[src/verilog/csm_pkg.sv]
// Constants, register map and types for the capacitive sense mode and timer
// routing block. Assumes one 200 MHz clock and a synchronous reset.
// How it works
// RULE1 - Power code 00 off, else low/medium/high
// RULE2 - Range bit 0 internal, 1 external references
// RULE3 - High range code 00 is noise detection
// RULE4 - Noise drives oscillator; comparator output toggles
// RULE5 - Select set, clock bit clear: timer zero counts
// RULE6 - Timer one source field 11 counts oscillator edges
// RULE7 - Timer one: off, free running, or gated count
// RULE8 - Time base never from the counting timer
// RULE9 - Software clears timer, then captures count
// RULE10 - Frequency equals count over time base period
// RULE11 - Time base from timer zero overflow, gate toggle
// RULE12 - Loaded measurement uses same time base
// RULE13 - Threshold midway between unloaded and loaded
// RULE14 - Read-only status shows sink or source
// RULE15 - Selected channel pin gets the oscillator
// RULE16 - Timer zero halts during sleep
// RULE17 - Oscillator synchronised; one count per edge
package csm_pkg;
  localparam int ADDR_W = 4;
  localparam int DATA_W = 32;
  localparam int TMR0_W = 8;
  localparam int TMR1_W = 16;
  localparam int CHAN_W = 4;
  localparam int NUM_CHAN = 12;
  // Register word addresses
  localparam logic [ADDR_W-1:0] A_SENSE_CTRL = 4'h0;
  localparam logic [ADDR_W-1:0] A_CHAN_SEL = 4'h1;
  localparam logic [ADDR_W-1:0] A_T0_CTRL = 4'h2;
  localparam logic [ADDR_W-1:0] A_T1_CTRL = 4'h3;
  localparam logic [ADDR_W-1:0] A_TMR0 = 4'h4;
  localparam logic [ADDR_W-1:0] A_TMR1 = 4'h5;
  localparam logic [ADDR_W-1:0] A_STATUS = 4'h6;
  // Sense control field positions
  localparam int B_ENABLE = 7;
  localparam int B_RANGE = 6;
  localparam int B_PWR_HI = 3;
  localparam int B_PWR_LO = 2;
  localparam int B_OSC_OUT = 1;
  localparam int B_T0_SENSE = 0;
  // Timer controls
  localparam int B_T0_CS = 0;
  localparam int B_T1_ON = 0;
  localparam int B_T1_GE = 1;
  localparam int B_T1_CS_LO = 6;
  localparam int B_T1_CS_HI = 7;
  // Status bits
  localparam int B_ST_NOISE = 0;
  localparam int B_ST_DRIVE = 1;
  localparam int B_ST_T0OVF = 2;
  localparam logic [1:0] PWR_OFF = 2'h0;
  localparam logic [1:0] PWR_LOW = 2'h1;
  localparam logic [1:0] PWR_MED = 2'h2;
  localparam logic [1:0] PWR_HIGH = 2'h3;
  localparam logic [1:0] T1_SRC_SENSE = 2'h3;
  localparam logic RANGE_LOW = 1'b0;
  localparam logic RANGE_HIGH = 1'b1;
  localparam logic [DATA_W-1:0] UNMAPPED_RD = 32'h0;

  typedef enum {
    CSM_OFF, CSM_LO_LOW, CSM_LO_MED, CSM_LO_HIGH,
    CSM_NOISE, CSM_HI_LOW, CSM_HI_MED, CSM_HI_HIGH
  } csm_mode_t;

  typedef struct packed {
    logic [ADDR_W-1:0] address;
    logic read;
    logic write;
    logic [DATA_W-1:0] writedata;
  } csm_av_req_t;

  typedef struct packed {
    logic [DATA_W-1:0] readdata;
    logic waitrequest;
  } csm_av_rsp_t;

  // Analog controls toward the oscillator
  typedef struct packed {
    logic osc_run;
    logic drive_en;
    logic ext_ref;
    logic [1:0] current_level;
    logic [NUM_CHAN-1:0] chan_en;
  } csm_analog_t;
endpackage : csm_pkg

[src/verilog/csm_edge_sync.sv]
// Two flip-flop synchroniser with rising edge pulse on the synchronised side.
// Assumes the input is asynchronous to clock_i.
`timescale 1ns/100ps
`default_nettype none
module csm_edge_sync (
  input wire logic clock_i,
  input wire logic rst_i,
  input wire logic async_i,
  output logic level_o,
  output logic rise_o
);
  logic meta;
  logic sync;
  logic prev;

  // First stage feeds only the second
  always_ff @(posedge clock_i) begin
    if (rst_i) begin
      meta <= 1'b0;
      sync <= 1'b0;
    end else begin
      meta <= async_i;
      sync <= meta;
    end
  end

  always_ff @(posedge clock_i) begin
    if (rst_i) begin
      prev <= 1'b0;
    end else begin
      prev <= sync;
    end
  end

  assign level_o = sync;
  assign rise_o = sync & ~prev; // see RULE17
endmodule // csm_edge_sync
`default_nettype wire

[src/verilog/csm_top.sv]
// Capacitive sense mode decode, timer routing and Avalon-MM register slave.
// Assumes oscillator and gate inputs come from analog or pin logic.
`timescale 1ns/100ps
`default_nettype none
module csm_top (
  input wire logic clock_i,
  input wire logic rst_i,
  input wire csm_pkg::csm_av_req_t av_req_i,
  output csm_pkg::csm_av_rsp_t av_rsp_o,
  input wire logic osc_comp_i,
  input wire logic t1_gate_i,
  input wire logic t0_ovf_clr_i,
  input wire logic sleep_i,
  output csm_pkg::csm_analog_t analog_o,
  output csm_pkg::csm_mode_t mode_o,
  output logic activity_o
);
  import csm_pkg::*;

  logic sense_enable;
  logic sense_range_select;
  logic [1:0] sense_power_level;
  logic timer_zero_sense_source_sel;
  logic timer_zero_clock_source_bit;
  logic timer_one_on_bit;
  logic timer_one_gate_enable;
  logic [1:0] timer_one_clock_source_field;
  logic [CHAN_W-1:0] sense_channel_sel;
  logic [TMR0_W-1:0] timer_zero;
  logic [TMR1_W-1:0] timer_one;
  logic t0_ovf;
  logic ack;
  logic osc_level;
  logic osc_rise;
  logic t0_tick;
  logic t1_tick;
  logic t1_run;
  logic wr_hit;
  logic rd_hit;
  csm_mode_t next_mode;
  csm_analog_t next_analog;

  function automatic logic hit(input csm_av_req_t r, input logic [ADDR_W-1:0] a,
                               input logic wr);
    hit = (wr ? r.write : r.read) && (r.address == a);
  endfunction

  csm_edge_sync u_sync (
    .clock_i(clock_i),
    .rst_i(rst_i),
    .async_i(osc_comp_i),
    .level_o(osc_level),
    .rise_o(osc_rise)
  );

  // One wait state: ack goes high the cycle after the request appears
  assign wr_hit = av_req_i.write & ack;
  assign rd_hit = av_req_i.read & ack;

  always_ff @(posedge clock_i) begin
    if (rst_i) begin
      ack <= 1'b0;
    end else begin
      ack <= (av_req_i.read | av_req_i.write) & ~ack;
    end
  end

  // Control registers
  always_ff @(posedge clock_i) begin
    if (rst_i) begin
      sense_enable <= 1'b0;
      sense_range_select <= RANGE_LOW;
      sense_power_level <= PWR_OFF;
      timer_zero_sense_source_sel <= 1'b0;
      timer_zero_clock_source_bit <= 1'b0;
      timer_one_on_bit <= 1'b0;
      timer_one_gate_enable <= 1'b0;
      timer_one_clock_source_field <= 2'h0;
      sense_channel_sel <= 4'h0;
    end else begin
      if (wr_hit && hit(av_req_i, A_SENSE_CTRL, 1'b1)) begin
        sense_enable <= av_req_i.writedata[B_ENABLE];
        sense_range_select <= av_req_i.writedata[B_RANGE];
        sense_power_level <= av_req_i.writedata[B_PWR_HI:B_PWR_LO];
        timer_zero_sense_source_sel <= av_req_i.writedata[B_T0_SENSE];
      end
      if (wr_hit && hit(av_req_i, A_CHAN_SEL, 1'b1)) begin
        sense_channel_sel <= av_req_i.writedata[CHAN_W-1:0];
      end
      if (wr_hit && hit(av_req_i, A_T0_CTRL, 1'b1)) begin
        timer_zero_clock_source_bit <= av_req_i.writedata[B_T0_CS];
      end
      if (wr_hit && hit(av_req_i, A_T1_CTRL, 1'b1)) begin
        timer_one_on_bit <= av_req_i.writedata[B_T1_ON];
        timer_one_gate_enable <= av_req_i.writedata[B_T1_GE];
        timer_one_clock_source_field <= av_req_i.writedata[B_T1_CS_HI:B_T1_CS_LO];
      end
    end
  end

  // Timer sources and enables
  assign t0_tick = timer_zero_sense_source_sel & ~timer_zero_clock_source_bit
                   & osc_rise & ~sleep_i; // see RULE5 see RULE16
  assign t1_run = timer_one_on_bit & (~timer_one_gate_enable | t1_gate_i); // see RULE7
  assign t1_tick = (timer_one_clock_source_field == T1_SRC_SENSE)
                   & osc_rise & t1_run; // see RULE6

  // Timer 0: software write clears or loads it
  always_ff @(posedge clock_i) begin
    if (rst_i) begin
      timer_zero <= 8'h00;
    end else if (wr_hit && hit(av_req_i, A_TMR0, 1'b1)) begin
      timer_zero <= av_req_i.writedata[TMR0_W-1:0];
    end else if (t0_tick) begin
      timer_zero <= timer_zero + 8'h01; // see RULE17
    end
  end

  // Overflow flag: set wins over clear
  always_ff @(posedge clock_i) begin
    if (rst_i) begin
      t0_ovf <= 1'b0;
    end else if (t0_tick && (timer_zero == 8'hFF)) begin
      t0_ovf <= 1'b1;
    end else if (t0_ovf_clr_i) begin
      t0_ovf <= 1'b0;
    end
  end

  // Timer 1
  always_ff @(posedge clock_i) begin
    if (rst_i) begin
      timer_one <= 16'h0000;
    end else if (wr_hit && hit(av_req_i, A_TMR1, 1'b1)) begin
      timer_one <= av_req_i.writedata[TMR1_W-1:0];
    end else if (t1_tick) begin
      timer_one <= timer_one + 16'h0001; // see RULE17
    end
  end

  // Power mode decode
  always_comb begin
    next_mode = CSM_OFF;
    if (!sense_enable) begin
      next_mode = CSM_OFF;
    end else if (sense_range_select == RANGE_HIGH) begin // see RULE2
      case (sense_power_level) // see RULE1
        PWR_OFF: next_mode = CSM_NOISE; // see RULE3
        PWR_LOW: next_mode = CSM_HI_LOW;
        PWR_MED: next_mode = CSM_HI_MED;
        PWR_HIGH: next_mode = CSM_HI_HIGH;
        default: next_mode = CSM_OFF;
      endcase
    end else begin
      case (sense_power_level) // see RULE1
        PWR_OFF: next_mode = CSM_OFF;
        PWR_LOW: next_mode = CSM_LO_LOW;
        PWR_MED: next_mode = CSM_LO_MED;
        PWR_HIGH: next_mode = CSM_LO_HIGH;
        default: next_mode = CSM_OFF;
      endcase
    end
  end

  // Analog controls
  always_comb begin
    next_analog = '0;
    next_analog.osc_run = (next_mode != CSM_OFF);
    next_analog.drive_en = (next_mode != CSM_OFF)
                           && (next_mode != CSM_NOISE); // see RULE3
    next_analog.ext_ref = sense_range_select; // see RULE2
    next_analog.current_level = sense_power_level;
    if (sense_enable && (sense_channel_sel < NUM_CHAN)) begin
      next_analog.chan_en[sense_channel_sel] = 1'b1; // see RULE15
    end
  end

  always_ff @(posedge clock_i) begin
    if (rst_i) begin
      mode_o <= CSM_OFF;
      analog_o <= '0;
      activity_o <= 1'b0;
    end else begin
      mode_o <= next_mode;
      analog_o <= next_analog;
      activity_o <= (mode_o == CSM_NOISE) & osc_rise; // see RULE4
    end
  end

  // Read data and waitrequest
  always_ff @(posedge clock_i) begin
    if (rst_i) begin
      av_rsp_o <= '{readdata: UNMAPPED_RD, waitrequest: 1'b1};
    end else begin
      av_rsp_o.waitrequest <= ~((av_req_i.read | av_req_i.write) & ~ack);
      av_rsp_o.readdata <= UNMAPPED_RD;
      if (av_req_i.read && !ack) begin
        case (av_req_i.address)
          A_SENSE_CTRL: begin
            av_rsp_o.readdata[B_ENABLE] <= sense_enable;
            av_rsp_o.readdata[B_RANGE] <= sense_range_select;
            av_rsp_o.readdata[B_PWR_HI:B_PWR_LO] <= sense_power_level;
            av_rsp_o.readdata[B_OSC_OUT] <= osc_level; // see RULE14
            av_rsp_o.readdata[B_T0_SENSE] <= timer_zero_sense_source_sel;
          end
          A_CHAN_SEL: av_rsp_o.readdata[CHAN_W-1:0] <= sense_channel_sel;
          A_T0_CTRL: av_rsp_o.readdata[B_T0_CS] <= timer_zero_clock_source_bit;
          A_T1_CTRL: begin
            av_rsp_o.readdata[B_T1_ON] <= timer_one_on_bit;
            av_rsp_o.readdata[B_T1_GE] <= timer_one_gate_enable;
            av_rsp_o.readdata[B_T1_CS_HI:B_T1_CS_LO] <=
              timer_one_clock_source_field;
          end
          A_TMR0: av_rsp_o.readdata[TMR0_W-1:0] <= timer_zero;
          A_TMR1: av_rsp_o.readdata[TMR1_W-1:0] <= timer_one;
          A_STATUS: begin
            av_rsp_o.readdata[B_ST_NOISE] <= (mode_o == CSM_NOISE);
            av_rsp_o.readdata[B_ST_DRIVE] <= analog_o.drive_en;
            av_rsp_o.readdata[B_ST_T0OVF] <= t0_ovf;
          end
          default: av_rsp_o.readdata <= UNMAPPED_RD;
        endcase
      end
    end
  end

  a_t1_off_hold: assert property (@(posedge clock_i) disable iff (rst_i)
    !timer_one_on_bit && !(av_req_i.write && ack)
    |=> timer_one == $past(timer_one)) // see RULE7
    else $error("timer one moved while off");
  a_noise_no_drive: assert property (@(posedge clock_i) disable iff (rst_i)
    sense_enable && sense_range_select && sense_power_level == PWR_OFF
    |=> mode_o == CSM_NOISE && !analog_o.drive_en) // see RULE3
    else $error("noise mode not entered");
  a_low_off: assert property (@(posedge clock_i) disable iff (rst_i)
    sense_enable && !sense_range_select && sense_power_level == PWR_OFF
    |=> mode_o == CSM_OFF && !analog_o.ext_ref) // see RULE1
    else $error("low range off decode wrong");
  a_hi_high: assert property (@(posedge clock_i) disable iff (rst_i)
    sense_enable && sense_range_select && sense_power_level == PWR_HIGH
    |=> mode_o == CSM_HI_HIGH && analog_o.ext_ref) // see RULE2
    else $error("high range high decode wrong");
  a_t0_sense_count: assert property (@(posedge clock_i) disable iff (rst_i)
    t0_tick && !(av_req_i.write && ack)
    |=> timer_zero == $past(timer_zero) + 8'h01) // see RULE5
    else $error("timer zero missed an edge");
  a_t0_sleep_hold: assert property (@(posedge clock_i) disable iff (rst_i)
    sleep_i && !(av_req_i.write && ack)
    |=> timer_zero == $past(timer_zero)) // see RULE16
    else $error("timer zero counted in sleep");
  a_t1_sense_count: assert property (@(posedge clock_i) disable iff (rst_i)
    timer_one_clock_source_field == T1_SRC_SENSE && timer_one_on_bit
    && !timer_one_gate_enable && osc_rise && !(av_req_i.write && ack)
    |=> timer_one == $past(timer_one) + 16'h0001) // see RULE6
    else $error("timer one missed an edge");
  a_single_tick: assert property (@(posedge clock_i) disable iff (rst_i)
    osc_rise |=> !osc_rise) // see RULE17
    else $error("one edge counted twice");
  a_chan_route: assert property (@(posedge clock_i) disable iff (rst_i)
    sense_enable && sense_channel_sel == 4'h2
    |=> analog_o.chan_en[2]) // see RULE15
    else $error("channel not routed");
  a_status_rd: assert property (@(posedge clock_i) disable iff (rst_i)
    av_req_i.read && !ack && av_req_i.address == A_SENSE_CTRL
    |=> av_rsp_o.readdata[B_OSC_OUT] == $past(osc_level)) // see RULE14
    else $error("oscillator status wrong");
endmodule // csm_top
`default_nettype wire
[config.mk]
export PLATFORM = sky130hd
export DESIGN_NAME = csm_top
export DESIGN_NICKNAME = d
export VERILOG_FILES = /design/src/verilog/csm_pkg.sv /design/src/verilog/csm_edge_sync.sv /design/src/verilog/csm_top.sv
export SDC_FILE = /design/constraint.sdc
export NUM_CORES = 1
export LEC_CHECK = 0
export BUFFER_PORTS_ARGS = -buffer_cell sky130_fd_sc_hd__buf_4
export CAP_MARGIN = 20
export CORE_ASPECT_RATIO = 0.9
export CORE_MARGIN = 4
export CORE_UTILIZATION = 35
export DETAILED_ROUTE_END_ITERATION = 8
export GPL_TIMING_DRIVEN = 0
export RECOVER_POWER = 100
export SETUP_SLACK_MARGIN = 0.15
export SYNTH_ARGS = -nofsm -noshare
export SYNTH_HDL_FRONTEND = slang
export SYNTH_SLANG_ARGS = --single-unit
[constraint.sdc]
create_clock -name clock_i -period 2.6 [get_ports clock_i]
set_clock_uncertainty 0.2 [all_clocks]
set_input_delay 0.65 -clock clock_i [delete_from_list [all_inputs] [get_ports clock_i]]
set_output_delay 0.65 -clock clock_i [all_outputs]
set_load 0.1 [all_outputs]
==> flow_metrics.py <==
metrics = {
    "run_status": {
        "status": "complete, no violations",
    },
    "final_layout": {
        "drive_gt1_frac": 0.247,
        "fillers": 1017,
        "diodes": 0,
        "fin_util": 0.462,
        "layout_commonest_cell": "dfxtp_1",
        "final_cell_mix": "dfxtp_1 (81), buf_4 (69), nor2_1 (49)",
        "nets": 579,
        "syn_to_final_growth_pct": 27.5,
        "layoutNonFillerInstCount": 667,
    },
    "yosys": {
        "synthArstFlopShare": 0,
        "syn_area_um2": 3740,
        "synthesis.instances": 413,
        "synth-edff-count": 0,
        "synth_top_area_cell": "dfxtp_1",
        "avgSynthCellArea_um2": 9.06,
        "synth_flop_cell": "dfxtp_1",
        "netlist.area_leader.share": 0.433,
        "synth_area_leaders": "dfxtp_1 (43%), buf_4 (9.2%), nor2_1 (4.9%), mux2i_1 (3.2%), a211oi_1 (3.0%)",
        "ys_seq_area_frac": 0.433,
        "yosys_warnings": 0,
        "ys_types": 52,
        "ys_ff_latch": 81,
    },
    "timing": {
        "slew_headroom": 0.499,
        "rsz0062_at_grt": "false",
        "worstMarginPinSlew_ns": 0.746,
        "min_period_over_period": 0.850,
        "finalHoldViolCount": 0,
        "fmax_mhz": 452,
        "finalSetupTns_ns": 0,
        "min_period_ns": 2.21,
        "slew_violations": 0,
        "finalSetupViolations": 0,
    },
    "floorplanning": {
        "core_um2": 10300,
        "dieArea_um2": 12400,
        "die_h_um": 106,
        "die_w_um": 117,
        "start_util": 0.362,
        "ioPinCount": 127,
        "rows": 35,
    },
    "grt": {
        "grt_max_degree": 16,
        "first_global_vias": 2932,
        "grt_pass1_wl_um": 15200,
        "grt_util_all_layers": 0.158,
        "antenna_found_initial": 0,
        "grt.overflow.total": 0,
    },
    "pwr": {
        "p_leak_uw": 0.00200,
        "power_density_nw_per_um2": 650,
        "vdd_drop_max_mv": 0.298,
    },
    "setup_path": {
        "worst_r2r_path_depth": 5,
        "crit_fanout": 10,
        "worstPathRequired_ns": 2.65,
        "cp-startpoint": "av_req_i[35]",
        "start_kind": "primary input",
        "end_kind": "flip-flop",
        "r2r-start": "timer_one_clock_source_field[0]$_SDFFE_PP0P_",
        "worstReg2RegEnd": "timer_one[11]$_SDFFE_PP0P_",
        "endpoint": "timer_zero[1]$_SDFFE_PP0P_",
        "crit_type": "in2reg",
        "arrival_ns": 2.26,
        "reg2reg_slack_ns": 0.50,
    },
    "placement": {
        "dpl.hpwl_um": 7480,
        "placed_cells": 651,
        "place.gp.congestion": 0.871,
        "portBuffers": 65,
    },
    "cts": {
        "cts_buffer_depth": 2,
        "clk_pin_slew_ns": 0.06,
        "clock-root-buffer": "clkbuf_16",
        "clock_latency_ns": 0.34,
        "htreeDepth": 3,
        "cts-resized-gates": 0,
        "postCtsHoldBufs": 0,
        "cts_tree": "built",
        "cts_setup_buffers": 0,
        "clkSinkCount": 81,
        "cts_buffers": 9,
    },
    "detailed_routing": {
        "vias": 3227,
        "drt_iter0_drc": 187,
        "vias_per_cell": 4.84,
        "first_pass_iters": 5,
        "drc": 0,
        "final_antenna_net_count": 0,
        "wl_per_cell_um": 14.5,
        "routed_wl_um": 9660,
    },
    "hold_path": {
        "min_path_cells": 1,
        "hold_class": "reg2reg",
    },
    "run": {
        "maxCapViolCount": 0,
    },
}
Yosys cell counts (all sizes together) (2+ instances only):
library cell	number
nand2	22
a311oi	11
a22oi	4
nand3	17
nand3b	3
or2	2
xnor2	10
a21oi	6
inv	5
o21ai	8
buf	52
nor4	6
and4	7
a211oi	15
nor4b	2
nor2b	12
and3	6
nor2	49
dfxtp	81
nand2b	6
a22o	3
clkbuf	10
and2	15
or3	6
o31ai	4
mux4	2
or4	4
nor3	12
mux2i	12
ha	2
a31oi	2
nand4	4
critical path: stages:
cell and delay, ns:
clkbuf_1 0.17, nor4b_2 0.49, nand3_1 0.34, clkbuf_1 0.32
a211oi_1 0.27
routing by layer:
layer	wire length, um	vias to the layer above	global-route usage
met3	714	10	0.0353
li1	-	1627	-
met5	0	-	0
met4	138	0	0.0516
met2	4140	117	0.224
met1	4670	1473	0.233
kinds of logic after synthesis:
| kind of cell | after synthesis | synth area share |
|---|---|---|
| compound gates | 57 | 0.110 |
| other cells | 1 | 0.00100 |
| buf+inv | 67 | 0.116 |
| fa+ha+maj | 2 | 0.00668 |
| flops | 81 | 0.433 |
| xor+xnor | 11 | 0.0257 |
| simple gates | 180 | 0.262 |
| mux | 14 | 0.0451 |
layout make-up:
cell class / count / area [um2] / share of cell area
clock inverter: 7 / 103 / 0.0215
multi-input combinational: 309 / 1850 / 0.388
tap: 129 / 161 / 0.0338
sequential: 81 / 1620 / 0.340
inverter: 5 / 18.8 / 0.00393
clock buffer: 9 / 225 / 0.0472
timing repair buffer: 65 / 378 / 0.0791
buffer: 62 / 414 / 0.0867
sequential cells by signal (all words and copies together) (netlist names):
| register | cells |
|---|---|
| ack | 1 |
| activity_o | 1 |
| analog_o | 17 |
| av_rsp_o | 17 |
| mode_o | 3 |
| sense_channel_sel | 4 |
| sense_enable | 1 |
| sense_power_level | 2 |
| sense_range_select | 1 |
| t0_ovf | 1 |
| timer_one | 16 |
| timer_one_clock_source_field | 2 |
| timer_one_gate_enable | 1 |
| timer_one_on_bit | 1 |
| timer_zero | 8 |
| timer_zero_clock_source_bit | 1 |
| timer_zero_sense_source_sel | 1 |
| u_sync.level_o | 1 |
| u_sync.meta | 1 |
| u_sync.prev | 1 |
worst min path at each step:
stage,startpoint,endpoint,slack (ns)
final,u_sync.meta$_SDFF_PP0_,u_sync.level_o$_SDFF_PP0_,0.24
after global routing,u_sync.meta$_SDFF_PP0_,u_sync.level_o$_SDFF_PP0_,0.27
after global placement,u_sync.meta$_SDFF_PP0_,u_sync.level_o$_SDFF_PP0_,0.22
after detailed placement,u_sync.meta$_SDFF_PP0_,u_sync.level_o$_SDFF_PP0_,0.23
after CTS,u_sync.meta$_SDFF_PP0_,u_sync.level_o$_SDFF_PP0_,0.25
after floorplan,u_sync.meta$_SDFF_PP0_,u_sync.level_o$_SDFF_PP0_,0.21
stage by stage:
stage	power (uW)	hold slack (ns)	cell area, um2	setup slack [ns]
after CTS	3130	0.248	4890	0.484
after global routing	3200	0.270	4770	0.119
after global placement	1750	0.217	4560	0.134
after floorplan	1680	0.214	3910	0.353
final	3100	0.241	4770	0.389
after detailed placement	1750	0.233	4560	0.127
report_power, final:
group | internal (uW) | total (uW) | leakage, uW | switching [uW]
Clock | 852 | 1380 | 0.000162 | 528
Sequential | 1250 | 1260 | 0.000654 | 8.79
Combinational | 93.9 | 466 | 0.00118 | 372
Total | 2200 | 3100 | 0.00200 | 909
No activity file was read; power rests on OpenSTA's default activity.
